$ cat src/cmf_pkg.sv
// Shared constants, types and parity helpers for the memory and fault interface.
package cmf_pkg;

  // Clock and the two derived sequencing rates.
  localparam int CLOCK_MHZ = 125;
  localparam int CORE_CYCLE_NS = 400;
  localparam int MEM_RATE_KHZ = 5000;
  localparam int CORE_CYCLES = (CORE_CYCLE_NS * CLOCK_MHZ) / 1000;
  localparam int MEM_CYCLES = (CLOCK_MHZ * 1000) / MEM_RATE_KHZ;

  // Data path widths.
  localparam int WORD_W = 32;
  localparam int SLICE_W = 11;
  localparam int SLICES = 3;
  localparam int STREAM_W = 12;
  localparam int GROUP_W = 3;
  localparam int ADDR_DROP = 2;
  localparam int RAM_WORDS = 48;
  localparam int CONST_WORDS = 16;
  localparam int CHECK_W = 97;

  // Data register select microfield codes.
  localparam logic [1:0] MDR_SEL_MEMORY = 2'h0;
  localparam logic [1:0] MDR_SEL_PANEL_DATA = 2'h1;
  localparam logic [1:0] MDR_SEL_PANEL_ADDR = 2'h2;
  localparam logic [1:0] MDR_SEL_SWAP = 2'h3;

  // Operand size codes for the part selected from a returned word.
  localparam logic [1:0] SIZE_BYTE = 2'h0;
  localparam logic [1:0] SIZE_HALF = 2'h1;
  localparam logic [1:0] SIZE_FULL = 2'h2;

  // Old and new status word byte addresses, one fixed pair per class.
  localparam logic [18:0] STOP_OLD_PSW = 19'h00100;
  localparam logic [18:0] STOP_NEW_PSW = 19'h00108;
  localparam logic [18:0] START_OLD_PSW = 19'h00110;
  localparam logic [18:0] START_NEW_PSW = 19'h00118;
  localparam logic [18:0] INIT_OLD_PSW = 19'h00120;
  localparam logic [18:0] INIT_NEW_PSW = 19'h00128;
  localparam logic [18:0] IO_OLD_PSW = 19'h00038;
  localparam logic [18:0] IO_NEW_PSW = 19'h00078;
  localparam logic [18:0] EXT_OLD_PSW = 19'h00018;
  localparam logic [18:0] EXT_NEW_PSW = 19'h00058;
  localparam logic [18:0] PROG_OLD_PSW = 19'h00028;
  localparam logic [18:0] PROG_NEW_PSW = 19'h00068;

  typedef enum logic [2:0] {
    MEM_IDLE, MEM_ADDR, MEM_WRITE, MEM_SLICE, MEM_DONE
  } cmf_mem_state_type;

  typedef enum logic [2:0] {
    INT_NONE, INT_STOP, INT_START, INT_INIT, INT_IO, INT_EXT, INT_PROG
  } cmf_int_type;

  // Odd parity bit for a data word: set when the word has an even count of ones.
  function automatic logic gen_par(input logic [WORD_W-1:0] w);
    gen_par = ~^w;
  endfunction : gen_par

  // True when a zero-padded word plus its parity bit holds an odd count of ones.
  function automatic logic odd_ok(input logic [CHECK_W-1:0] w);
    odd_ok = ^w;
  endfunction : odd_ok

endpackage : cmf_pkg

$ cat src/cmf_bus_voter.sv
// Voter and switch over up to three incoming memory bus slices.
`timescale 1ns/1ns
module cmf_bus_voter (
  input wire logic [10:0] busA, // Slice from memory bus 0.
  input wire logic [10:0] busB, // Slice from memory bus 1.
  input wire logic [10:0] busC, // Slice from memory bus 2.
  input wire logic [2:0] useMask, // Buses assigned to this stream.
  output logic [10:0] voted, // Selected, compared or voted slice.
  output logic disagree // Duplex comparison mismatch.
);

  // One bus passes, two are compared, three are voted bit by bit.
  always_comb begin
    voted = 11'h000;
    disagree = 1'b0;
    unique case (useMask)
      3'h1: voted = busA;
      3'h2: voted = busB;
      3'h4: voted = busC;
      3'h3: begin
        voted = busA;
        disagree = busA != busB;
      end
      3'h5: begin
        voted = busA;
        disagree = busA != busC;
      end
      3'h6: begin
        voted = busB;
        disagree = busB != busC;
      end
      // A single bad bus is outvoted silently; that is the point of the third copy.
      3'h7: voted = (busA & busB) | (busA & busC) | (busB & busC);
      3'h0: voted = 11'h000;
    endcase
  end

endmodule : cmf_bus_voter

$ cat src/cmf_mem_fault_core.sv
// Memory interface, parity, fault and interrupt logic of the processing element.
//
// Strobed register access and the placing of the registers were left to the implementer.
`timescale 1ns/1ns
module cmf_mem_fault_core (
  input wire logic clock, // 125 MHz system clock.
  input wire logic reset, // Asynchronous reset, active high.
  output logic coreTick, // One pulse per microinstruction cycle.
  input wire logic memStart, // Microprogram starts a memory transfer.
  input wire logic memWrite, // Started transfer is a write.
  input wire logic [1:0] opSize, // Operand size of a read.
  input wire logic [31:0] baseReg, // Base register value.
  input wire logic [31:0] indexReg, // Index register value.
  input wire logic [11:0] disp, // Instruction displacement.
  input wire logic [31:0] writeData, // Data for a write transfer.
  output logic memBusy, // Transfer accepted or in progress.
  output logic memDone, // Transfer finished pulse.
  output logic [31:0] operand, // Part selected from the read word.
  output logic [29:0] memAddr, // Word address toward memory.
  output logic memRequest, // Memory cycle in progress.
  output logic memWriteOut, // Memory cycle is a write.
  input wire logic sliceValid, // Memory presents a slice.
  input wire logic [10:0] busA, // Memory bus 0 slice.
  input wire logic [10:0] busB, // Memory bus 1 slice.
  input wire logic [10:0] busC, // Memory bus 2 slice.
  output logic [31:0] procBus, // Processor bus output data.
  output logic procBusParity, // Processor bus parity bit.
  input wire logic [11:0] streamLines, // Stream assignment from controller.
  input wire logic mdrLoad, // Load data register per select.
  input wire logic [1:0] mdrSelect, // Data register select microfield.
  input wire logic [31:0] panelData, // Panel data switches.
  input wire logic [31:0] panelAddr, // Panel address switches.
  output logic [32:0] mdrValue, // Data register with parity on top.
  input wire logic [31:0] aluOut, // ALU output toward the bus.
  input wire logic [31:0] marMux, // Address register mux output.
  input wire logic [31:0] mqrMux, // Quotient register mux output.
  output logic aluParity, // Parity for ALU output.
  output logic marParity, // Parity for address mux.
  output logic mqrParity, // Parity for quotient mux.
  input wire logic [23:0] formatWord, // Format lookup store word.
  input wire logic formatPar, // Its parity bit.
  input wire logic [9:0] microAddr, // Microprogram address register.
  input wire logic microAddrPar, // Its parity bit.
  input wire logic [95:0] microWord, // Microprogram store word.
  input wire logic microWordPar, // Its parity bit.
  input wire logic [5:0] rfAddr, // Register file address.
  input wire logic rfWrite, // Register file write strobe.
  input wire logic rfRead, // Register file read strobe.
  input wire logic [31:0] rfWriteData, // Register file write data.
  output logic [31:0] rfReadData, // Register file read data.
  input wire logic stopIrq, // Controller stop interrupt pin.
  input wire logic startIrq, // Controller start interrupt pin.
  input wire logic initMemIrq, // Controller memory initialize pin.
  input wire logic ioIrq, // I/O processor interrupt pin.
  input wire logic extIrq, // External interrupt pin.
  input wire logic ioEnable, // Status word I/O enable bit.
  input wire logic extEnable, // Status word external enable bit.
  input wire logic [3:0] progMask, // Program mask, one enables.
  input wire logic [3:0] progCause, // Maskable program causes.
  input wire logic progOther, // Unmaskable program cause.
  input wire logic fetchPoint, // Interruptible point of fetch.
  output logic intTaken, // Interrupt taken pulse.
  output cmf_pkg::cmf_int_type intClass, // Class of taken interrupt.
  output logic [18:0] oldPswAddr, // Where to save the old status.
  output logic [18:0] newPswAddr, // Where to load the new status.
  output logic elementFault // Fault line to the controller.
);

  typedef struct packed {
    logic [5:0] coreCnt;
    logic [4:0] memCnt;
    logic coreTick;
    logic memTick;
    logic valid1;
    logic valid2;
    logic [32:0] bus1;
    logic [32:0] bus2;
    logic [11:0] strm1;
    logic [11:0] strm2;
    logic [4:0] irq1;
    logic [4:0] irq2;
    logic [4:0] irqPrev;
    logic [4:0] pend;
    cmf_pkg::cmf_mem_state_type memState;
    logic [1:0] slice;
    logic startPend;
    logic writeOp;
    logic [31:0] wdata;
    logic [1:0] lane;
    logic [1:0] size;
    logic [29:0] addr;
    logic req;
    logic we;
    logic done;
    logic [32:0] mdr;
    logic mdrChk;
    logic [31:0] operand;
    logic [31:0] outData;
    logic outPar;
    logic [31:0] procBus;
    logic procPar;
    logic fault;
    logic aluPar;
    logic marPar;
    logic mqrPar;
    logic [32:0] rfData;
    logic rfChk;
    logic taken;
    cmf_pkg::cmf_int_type intClass;
    logic [18:0] oldPsw;
    logic [18:0] newPsw;
  } cmf_state_type;

  localparam logic [5:0] CORE_LAST = 6'(cmf_pkg::CORE_CYCLES - 1);
  localparam logic [4:0] MEM_LAST = 5'(cmf_pkg::MEM_CYCLES - 1);

  cmf_state_type st_reg;
  cmf_state_type st_next;
  logic [32:0] rfMem [0:cmf_pkg::RAM_WORDS-1];
  logic [32:0] rfWord;
  logic [31:0] effAddr;
  logic [10:0] voted;
  logic disagree;
  logic [2:0] useMask;

  // Big-endian part select; halves are sign-extended as fixed point values.
  function automatic logic [31:0] pick_part(input logic [31:0] w, input logic [1:0] lane,
                                            input logic [1:0] size);
    logic [31:0] sh;
    sh = w << {lane, 3'h0};
    if (size == cmf_pkg::SIZE_BYTE) begin
      pick_part = {24'h000000, sh[31:24]};
    end else if (size == cmf_pkg::SIZE_HALF) begin
      sh = w << {lane[1], 4'h0};
      pick_part = {{16{sh[31]}}, sh[31:16]};
    end else begin
      pick_part = w;
    end
  endfunction : pick_part

  // Constant words of the register file: small integers used by the microprogram.
  function automatic logic [31:0] const_word(input logic [3:0] idx);
    const_word = {28'h0000000, idx};
  endfunction : const_word

  // Each of the low three 3-bit groups of the stream lines names one element; a nonzero group enables its bus.
  assign useMask = {st_reg.strm2[8:6] != 3'h0, st_reg.strm2[5:3] != 3'h0,
                    st_reg.strm2[2:0] != 3'h0};

  // Address arithmetic uses full register widths; software keeps it in range.
  assign effAddr = baseReg + indexReg + {20'h00000, disp};

  cmf_bus_voter voter (
    .busA(st_reg.bus2[32:22]),
    .busB(st_reg.bus2[21:11]),
    .busC(st_reg.bus2[10:0]),
    .useMask(useMask),
    .voted(voted),
    .disagree(disagree)
  );

  // Register file read: RAM words below 48, constant words above.
  always_comb begin
    if (rfAddr < 6'(cmf_pkg::RAM_WORDS)) begin
      rfWord = rfMem[rfAddr];
    end else begin
      rfWord = {cmf_pkg::gen_par(const_word(rfAddr[3:0])), const_word(rfAddr[3:0])};
    end
  end

  // RAM words carry their own parity; writes to the constant area are ignored.
  always_ff @(posedge clock) begin
    if (rfWrite && rfAddr < 6'(cmf_pkg::RAM_WORDS)) begin
      rfMem[rfAddr] <= {cmf_pkg::gen_par(rfWriteData), rfWriteData};
    end
  end

  // Next state of all control and data registers.
  always_comb begin
    logic [4:0] rise;
    logic [4:0] clr;
    logic perr;
    logic restart;
    rise = 5'h00;
    clr = 5'h00;
    perr = 1'b0;
    restart = 1'b0;
    st_next = st_reg;

    // Core and memory-control rates derived from the one clock.
    st_next.coreTick = st_reg.coreCnt == CORE_LAST;
    st_next.coreCnt = st_next.coreTick ? 6'h00 : st_reg.coreCnt + 6'h01;
    st_next.memTick = st_reg.memCnt == MEM_LAST;
    st_next.memCnt = st_next.memTick ? 5'h00 : st_reg.memCnt + 5'h01;

    // Pins from the memories and controller pass two flip-flops first.
    st_next.valid1 = sliceValid;
    st_next.valid2 = st_reg.valid1;
    st_next.bus1 = {busA, busB, busC};
    st_next.bus2 = st_reg.bus1;
    st_next.strm1 = streamLines;
    st_next.strm2 = st_reg.strm1;
    st_next.irq1 = {stopIrq, startIrq, initMemIrq, ioIrq, extIrq};
    st_next.irq2 = st_reg.irq1;
    st_next.irqPrev = st_reg.irq2;
    rise = st_reg.irq2 & ~st_reg.irqPrev;

    st_next.done = 1'b0;
    st_next.mdrChk = 1'b0;
    st_next.taken = 1'b0;

    // A start is held until the next memory-control tick picks it up.
    if (memStart && st_reg.memState == cmf_pkg::MEM_IDLE && !st_reg.startPend) begin
      st_next.startPend = 1'b1;
      st_next.writeOp = memWrite;
      st_next.wdata = writeData;
      st_next.lane = effAddr[1:0];
      st_next.size = opSize;
      st_next.addr = effAddr[31:cmf_pkg::ADDR_DROP];
    end

    // The transfer sequence advances only on memory ticks, free of the core.
    if (st_reg.memTick) begin
      unique case (st_reg.memState)
        cmf_pkg::MEM_IDLE: begin
          if (st_reg.startPend) begin
            st_next.startPend = 1'b0;
            st_next.req = 1'b1;
            st_next.we = st_reg.writeOp;
            st_next.slice = 2'h0;
            st_next.memState = cmf_pkg::MEM_ADDR;
          end
        end
        cmf_pkg::MEM_ADDR: begin
          if (st_reg.writeOp) begin
            st_next.outData = st_reg.wdata;
            st_next.outPar = cmf_pkg::gen_par(st_reg.wdata);
            st_next.memState = cmf_pkg::MEM_WRITE;
          end else begin
            st_next.memState = cmf_pkg::MEM_SLICE;
          end
        end
        cmf_pkg::MEM_WRITE: st_next.memState = cmf_pkg::MEM_DONE;
        cmf_pkg::MEM_SLICE: begin
          if (st_reg.valid2) begin
            // Parity and the top ten data bits arrive first.
            case (st_reg.slice)
              2'h0: st_next.mdr[32:22] = voted;
              2'h1: st_next.mdr[21:11] = voted;
              2'h2: st_next.mdr[10:0] = voted;
              default: st_next.mdr = st_reg.mdr;
            endcase
            perr = disagree;
            st_next.slice = st_reg.slice + 2'h1;
            if (st_reg.slice == 2'(cmf_pkg::SLICES - 1)) begin
              st_next.mdrChk = 1'b1;
              st_next.memState = cmf_pkg::MEM_DONE;
            end
          end
        end
        cmf_pkg::MEM_DONE: begin
          st_next.req = 1'b0;
          st_next.we = 1'b0;
          st_next.done = 1'b1;
          if (!st_reg.writeOp) begin
            st_next.operand = pick_part(st_reg.mdr[31:0], st_reg.lane, st_reg.size);
          end
          st_next.memState = cmf_pkg::MEM_IDLE;
        end
      endcase
    end

    // Data register alternative sources; memory data arrives only via the voter.
    if (mdrLoad) begin
      unique case (mdrSelect)
        cmf_pkg::MDR_SEL_MEMORY: st_next.mdr = st_next.mdr;
        cmf_pkg::MDR_SEL_PANEL_DATA: begin
          st_next.mdr = {cmf_pkg::gen_par(panelData), panelData};
          st_next.mdrChk = 1'b1;
        end
        cmf_pkg::MDR_SEL_PANEL_ADDR: begin
          st_next.mdr = {cmf_pkg::gen_par(panelAddr), panelAddr};
          st_next.mdrChk = 1'b1;
        end
        cmf_pkg::MDR_SEL_SWAP: begin
          st_next.mdr = {st_next.mdr[32], st_next.mdr[15:0], st_next.mdr[31:16]};
          st_next.mdrChk = 1'b1;
        end
      endcase
    end

    // Parity generated for outgoing and multiplexed values.
    st_next.aluPar = cmf_pkg::gen_par(aluOut);
    st_next.marPar = cmf_pkg::gen_par(marMux);
    st_next.mqrPar = cmf_pkg::gen_par(mqrMux);

    // Register file read is registered and checked one cycle later.
    st_next.rfChk = rfRead;
    if (rfRead) begin
      st_next.rfData = rfWord;
    end

    // Parity checks: data register after every load, stores once per microcycle.
    if (st_reg.mdrChk && !cmf_pkg::odd_ok(97'(st_reg.mdr))) begin
      perr = 1'b1;
    end
    if (st_reg.rfChk && !cmf_pkg::odd_ok(97'(st_reg.rfData))) begin
      perr = 1'b1;
    end
    if (st_reg.coreTick) begin
      if (!cmf_pkg::odd_ok(97'({formatPar, formatWord})) ||
          !cmf_pkg::odd_ok(97'({microAddrPar, microAddr})) ||
          !cmf_pkg::odd_ok({microWordPar, microWord})) begin
        perr = 1'b1;
      end
    end

    // Interrupt selection only at the fetch point, in fixed priority.
    // There is deliberately no machine check class; the controller handles recovery.
    if (fetchPoint) begin
      st_next.taken = 1'b1;
      if (st_reg.pend[4]) begin
        clr = 5'h10;
        st_next.intClass = cmf_pkg::INT_STOP;
        st_next.oldPsw = cmf_pkg::STOP_OLD_PSW;
        st_next.newPsw = cmf_pkg::STOP_NEW_PSW;
      end else if (st_reg.pend[3]) begin
        clr = 5'h08;
        restart = 1'b1;
        st_next.intClass = cmf_pkg::INT_START;
        st_next.oldPsw = cmf_pkg::START_OLD_PSW;
        st_next.newPsw = cmf_pkg::START_NEW_PSW;
      end else if (st_reg.pend[2]) begin
        clr = 5'h04;
        st_next.intClass = cmf_pkg::INT_INIT;
        st_next.oldPsw = cmf_pkg::INIT_OLD_PSW;
        st_next.newPsw = cmf_pkg::INIT_NEW_PSW;
      end else if (st_reg.pend[1] && ioEnable) begin
        clr = 5'h02;
        st_next.intClass = cmf_pkg::INT_IO;
        st_next.oldPsw = cmf_pkg::IO_OLD_PSW;
        st_next.newPsw = cmf_pkg::IO_NEW_PSW;
      end else if (st_reg.pend[0] && extEnable) begin
        clr = 5'h01;
        st_next.intClass = cmf_pkg::INT_EXT;
        st_next.oldPsw = cmf_pkg::EXT_OLD_PSW;
        st_next.newPsw = cmf_pkg::EXT_NEW_PSW;
      end else if ((progCause & progMask) != 4'h0 || progOther) begin
        st_next.intClass = cmf_pkg::INT_PROG;
        st_next.oldPsw = cmf_pkg::PROG_OLD_PSW;
        st_next.newPsw = cmf_pkg::PROG_NEW_PSW;
      end else begin
        st_next.taken = 1'b0;
      end
    end
    // A new request in the clearing cycle survives.
    st_next.pend = (st_reg.pend & ~clr) | rise;

    // Fault holds until the restart; a new error in that cycle still wins.
    st_next.fault = (st_reg.fault && !restart) || perr;

    // A faulty element drives all zeros so a healthy duplex partner prevails.
    st_next.procBus = st_next.fault ? 32'h00000000 : st_next.outData;
    st_next.procPar = st_next.fault ? 1'b0 : st_next.outPar;
  end

  // One register stage for the whole state.
  always_ff @(posedge clock or posedge reset) begin
    if (reset) begin
      st_reg <= '0;
    end else begin
      st_reg <= st_next;
    end
  end

  // Outputs come straight from the state; busy is a handshake term.
  assign coreTick = st_reg.coreTick;
  assign memBusy = st_reg.startPend || st_reg.memState != cmf_pkg::MEM_IDLE;
  assign memDone = st_reg.done;
  assign operand = st_reg.operand;
  assign memAddr = st_reg.addr;
  assign memRequest = st_reg.req;
  assign memWriteOut = st_reg.we;
  assign procBus = st_reg.procBus;
  assign procBusParity = st_reg.procPar;
  assign mdrValue = st_reg.mdr;
  assign aluParity = st_reg.aluPar;
  assign marParity = st_reg.marPar;
  assign mqrParity = st_reg.mqrPar;
  assign rfReadData = st_reg.rfData[31:0];
  assign intTaken = st_reg.taken;
  assign intClass = st_reg.intClass;
  assign oldPswAddr = st_reg.oldPsw;
  assign newPswAddr = st_reg.newPsw;
  assign elementFault = st_reg.fault;

endmodule : cmf_mem_fault_core

$ cat config.mk
export PLATFORM = sky130hd
export DESIGN_NAME = cmf_mem_fault_core
export DESIGN_NICKNAME = d
export VERILOG_FILES = /design/src/cmf_pkg.sv /design/src/cmf_bus_voter.sv /design/src/cmf_mem_fault_core.sv
export SDC_FILE = /design/constraint.sdc
export NUM_CORES = 2
export LEC_CHECK = 0
export ABC_AREA = 0
export ABC_CLOCK_PERIOD_IN_PS = 18100
export BUFFER_PORTS_ARGS = -buffer_cell sky130_fd_sc_hd__buf_2
export CORE_ASPECT_RATIO = 1.75
export CORE_MARGIN = 2
export CORE_UTILIZATION = 55
export CTS_BUF_LIST = sky130_fd_sc_hd__clkbuf_16
export DETAILED_ROUTE_END_ITERATION = 8
export GPL_TIMING_DRIVEN = 1
export MAX_ROUTING_LAYER = met4
export PLACE_DENSITY_LB_ADDON = 0.1
export SYNTH_ARGS = -nofsm -noshare
export SYNTH_HDL_FRONTEND = slang
export SYNTH_SLANG_ARGS = --single-unit
export TNS_END_PERCENT = 5
$ cat constraint.sdc
create_clock -name clock -period 18.1 [get_ports clock]
set_input_delay 3.62 -clock clock [delete_from_list [all_inputs] [get_ports clock]]
set_output_delay 3.62 -clock clock [all_outputs]
set_load 0.005 [all_outputs]
# Word level (Yosys, flattened, before mapping)
# Memory sizes are Yosys's and may differ from the RTL's.
# Index checks and enable logic that the tools add are counted.
classes:
  n_addsub: 5
  multipliers: 0
  div_mod_pow: 0
  order_cmp: 1
  n_eq_ne: 25
  n_shift: 2
  muxes: 66
  bitwise: 12
  n_reduce_logical: 54
ops:
  columns: ["op", "count"]
  rows:
  - ["parity 97 bit", 5]
  - ["XNOR reduction 32 bit", 8]
  - ["two-way mux 41 bit", 6]
  - ["two-way mux 32 bit", 5]
  - ["one-hot mux 33 bit (4 select lines)", 1]
  - ["two-way mux 34 bit", 3]
  - ["two-way mux 100 bit", 1]
  - ["two-way mux 33 bit", 3]
  - ["two-way mux 68 bit", 1]
  - ["<< shifter 32 x 5 -> 32 bit", 2]
  - ["one-hot mux 11 bit (5 select lines)", 1]
  - ["two-way mux 42 bit", 1]
  - ["AND 11 bit", 3]
  - ["two-way mux 11 bit", 3]
  - ["inequality test 11 bit", 3]
  - ["adder 32 x 12 -> 32 bit", 1]
  - ["adder 32 bit", 1]
  - ["two-way mux 1 bit", 26]
  - ["bitwise OR 11 bit", 2]
  - ["two-way mux 5 bit", 4]
  - ["equality test 3 bit (second input constant)", 5]
  - ["one-hot mux 3 bit (5 select lines)", 1]
  - ["equality test 3 x 2 -> 1 bit (second input constant)", 4]
  - ["two-way mux 6 bit", 2]
  - ["34 further kinds", 73]
word_totals:
  ff_bits: 407
  latch_bits: 0
  ramBits: 1584
  rom_bits: 0
  input_bits: 513
  output_inout_bits: 211
  elab_cells: 208
  memories: 1
mem_list:
  columns: ["memory", "words", "width", "read_ports", "rd_clocked_by_memory_dff", "wr", "line", "source"]
  rows:
  - ["rfMem", 48, 33, 1, 0, 1, "cmf_mem_fault_core.sv:119", "logic [32:0] rfMem [0:cmf_pkg::RAM_WORDS-1];"]

# Depth between registers and ports, before layout
depth:
  ltp_word: 12
  mapped_depth: 16
  mapped_depth_nobuf: 16

# Hierarchy
# Synthesis repeated with hierarchy kept, for this count alone.
unflattened:
  hier_cells: 5625
  area_unflattened_um2: 82945.8
by_module_without_submodules:
  columns: ["mod", "n_inst", "cells_each", "area_each_um2", "seq_area_each_um2"]
  rows:
  - ["cmf_mem_fault_core", 1, 5468, 81938.6, 56899.6]
  - ["cmf_bus_voter", 1, 157, 1007.2, 0.0]

# Least setup slack after synthesis
# Ideal clock, no wire load.
synth_path:
  path_kind: "input -> register"
  from: "input port rfAddr[1]"
  to: "memory rfMem[15][0], enable pin"
  arrival_ns: 6.493
  path_slack_ns: 11.183
  cell_stages: 7
  n_path_buf: 5
  cell_sequence: "buf_6 > buf_2 > buf_2 > clkbuf_1 > clkbuf_1 > nand3_1 > nor2_1"
synth_between:
  elab_chain_cells: 4
synth_lines:
  columns: ["element", "line", "source"]
  rows:
  - ["start, declared", "cmf_mem_fault_core.sv:46", "input wire logic [5:0] rfAddr,"]
  - ["< comparator 6 bit", "cmf_mem_fault_core.sv:173", "if (rfWrite && rfAddr < 6'(cmf_pkg::RAM_WORDS)) begin"]
  - ["logical AND 1 bit", "cmf_mem_fault_core.sv:173", null]
  - ["two-way mux 1 bit", "cmf_mem_fault_core.sv:173", null]
  - ["two-way mux 1 bit (implied by the code)", "cmf_mem_fault_core.sv:174", "rfMem[rfAddr] <= {cmf_pkg::gen_par(rfWriteData), rfWriteData};"]
  - ["end, declared", "cmf_mem_fault_core.sv:119", null]
# Parallel ways exist; a longest one is shown, timed or not.

# Worst setup path in the final report
layout_path:
  from: "input port rfAddr[2]"
  to: "register st_reg, in the netlist rfReadData[31]"
layout_between:
  elab_chain_cells: 2
  elab_cells_between_ends: 3
layout_lines:
  columns: ["element", "line", "source"]
  rows:
  - ["memory read (48 x 33 bit) or < comparator 6 bit (tied branches)", null, null]
  - ["two-way mux 33 bit *", "cmf_mem_fault_core.sv:164", "if (rfAddr < 6'(cmf_pkg::RAM_WORDS)) begin"]
  - ["end signal, assigned", "cmf_mem_fault_core.sv:372", "st_reg <= st_next;"]
  - ["end, declared", "cmf_mem_fault_core.sv:117", "cmf_state_type st_reg;"]
# Mark *: on every way between the ends. The rest lies on a longest branch, timed or not.
# A chain may end at the register's enable or synchronous reset.

==> out/qor.yml <==
status:
  status: "completed"
place:
  io_buffer_count: 691
  place_ws_ps: 9700
  gp_congestion: 0.942
  hpwl_um: 138000
synthesis:
  netlist_area_sq_um: 80000
  avgSynthCellArea_sq_um: 15.3
  synth_top_cell_area_share: 0.594
  seq_area_frac_synth: 0.711
  synth_warnings: 0
  synth-main-ff-cell: "edfxtp_1"
  ys_types: 68
  synthTopCellsByArea: "edfxtp_1 (59%), dfrtp_1 (12%), xnor2_1 (4.4%)"
  yosysMostFrequentCell: "edfxtp_1"
  yosys_register_bits: 1957
  ys_top_cells_by_count: "edfxtp_1 (1584), a22oi_1 (414), xnor2_1 (400), dfrtp_1 (373), nand2_1 (214)"
  synth_edf_count: 1584
  synth_top_area_cell: "edfxtp_1"
  netlist_instances: 5230
  async_flop_share: 0.191
job:
  max-cap-violations: 0
sta:
  fin_crit_ps: 7660
  finalMaxSlewViolations: 0
  worstMarginPinSlew_ps: 1270
  rsz0062_at_grt: "false"
  fin_crit_sh: 0.423
  hold_viol_final: 0
  fin_ws_ps: 10440
  relSlewSlack: 0.150
  max_freq_ghz: 0.130
  clock_skew_ps: 32.6
  tns_ps: 0
  finalSetupViolCount: 0
route:
  ant_nets: 0
  routed_wirelength_um: 234000
  vias: 49100
  wl_per_cell_um: 30.1
  vias_per_cell: 6.32
  remaining_drc_errors: 0
  firstDrtPassIters: 6
  drt-initial-drc-count: 4801
critical_path:
  end_kind: "flop"
  r2r-start: "st_reg[312]$_DFF_PP0_"
  ff2ff_path_depth: 11
  r2r-end: "procBus[20]$_DFF_PP0_"
  ff2ff_setup_slack_ps: 14430
  cp_max_fo: 88
  startpoint_type: "input pin"
  crit_type: "input pin to flop"
  critPathArrivalTime_ps: 8290
  crit_required_ps: 18720
hold_path:
  holdPathEnd: "st_reg[342]$_DFF_PP0_"
  min_path_cells: 0
  hp-class: "flop to flop"
  hold_path.startpoint: "st_next[342]$_DFF_PP0_"
pwr:
  comb_power_share: 0.116
  p_int_mw: 7.35
  peakVddDrop_v: 0.000105
  switching_share: 0.248
  leakage_nw: 32.0
  netSwitchingPower_mw: 2.42
  pwr-share-clk: 0.366
  p_per_area_nw_per_um2: 109
  seqPwrFrac: 0.518
finish:
  multi_input_area_sq_um: 20600
  register_area_sq_um: 56900
  n_fill_cell: 10800
  largest_reg_flops: 1584
  drive_gt1_frac: 0.213
  syn_to_final_growth_pct: 12.6
  layout.nets: 6334
grt:
  antenna_found_initial: 35
  grt_pass1_vias: 48600
  grt-ovfl-total: 0
  grt_pass1_wl_um: 334000
  track_usage: 0.321
  grt_max_degree: 130
floorplan:
  dieArea_sq_um: 149000
  start_util: 0.552
  io_pins: 724
  fp.coreArea_sq_um: 145000
  die_w_um: 292
  rows: 185
  fp.dieH_um: 509
cts:
  cts_resized: 0
  htree_num_levels: 4
  ctsHoldBuffers: 0
  clock_sinks: 1957
  cts_made_buffers: 170
  path_clk_slew_ps: 60
  clockBufferDepth: 3
  cts_setup_buffers: 0
  root_buffer: "clkbuf_16"
  cts_tree: "done"
  clock_latency_ps: 810
## critical path, cell delays in order
cell and delay [ps]:
buf_4 520, inv_1 140, buf_4 260, and3_4 380
buf_4 370, buf_4 380, buf_12 320, a22o_1 290
a221oi_1 260, a31oi_1 240, or4_1 670, a21oi_1 480
o22ai_1 130
## per-stage QoR
step / power, mW / utilization / instance area, sq um / instances / hold WS (ps)
finish: 9.78 / 0.622 / 90100 / 7779 / 332
global route: 10.1 / 0.622 / 90100 / 7774 / 340
floorplan: 5.88 / - / 80100 / 5258 / 331
CTS: 9.82 / 0.621 / 90000 / 7753 / 325
detailed placement: 6.29 / 0.583 / 84500 / 7439 / 335
global placement: 6.27 / 0.583 / 84500 / 7439 / 333
## worst max-delay path by stage
stage	from	endpoint	slack (ps)
after floorplan	reset	aluParity$_DFF_PP0_	4120
after global placement	rfAddr[0]	rfReadData[28]$_DFFE_PP0P_	9700
after detailed placement	rfAddr[2]	rfReadData[19]$_DFFE_PP0P_	9700
after CTS	rfAddr[0]	rfReadData[26]$_DFFE_PP0P_	10580
after global routing	rfAddr[0]	rfReadData[26]$_DFFE_PP0P_	10370
final	rfAddr[2]	rfReadData[31]$_DFFE_PP0P_	10440
## cells in the final DEF, fill, tap and decap left out, drive strengths merged, types with 9 or more instances in the layout
cell,n
clkbuf,175
conb,29
o31ai,10
a21o,18
o22ai,33
o32ai,11
inv,126
xnor2,400
dfrtp,373
diode,26
nor2b,42
nor2,195
mux2i,92
buf,809
o211ai,9
ha,67
o21ai,125
a22o,118
a22oi,414
o2111ai,35
a221oi,147
mux4,18
nand4,28
a31oi,139
xor2,66
fa,13
bufinv,11
clkinv,66
or4,28
o221ai,35
a41oi,36
edfxtp,1584
nand3,53
a21oi,171
nand2,214
mux2,101
## metal layers
metal  GRT usage  share of wire  wire [um]  up-vias
met5           -              0          0        -
met4       0.147          0.051      11800        0
met3      0.0561          0.083      19500      563
met2       0.542           0.51     119000     2552
met1       0.377           0.36      84000    24800
li1            -              -          -    21200
## cell type report
cell class,instances,area share
timing repair buffer,809,0.0492
antenna,26,0.000722
clock inverter,139,0.0122
multi-input combinational,2733,0.229
sequential,1957,0.632
inverter,70,0.00300
clock buffer,175,0.0486
tap,1870,0.0260
## power groups by stage
stage	registers (mW)	clock network [mW]	logic (mW)
final	5.06	3.58	1.14
after detailed placement	5.16	0	1.13
after floorplan	5.13	0	0.750
after CTS	5.06	3.62	1.14
after global placement	5.15	0	1.12
after global routing	5.07	3.79	1.22
## logic make-up after synthesis
kind of cell / after synthesis / share of synthesized area
AOI/OAI and AO/OA: 1335 / 0.120
buffers and inverters: 568 / 0.0382
xor gates and xnor gates: 466 / 0.0510
muxes: 211 / 0.0308
and+or+nand+nor: 612 / 0.0355
other: 1 / 0.0000469
adders and majority gates: 80 / 0.0137
DFF: 1957 / 0.711
Power figures use the tool's default switching activity.
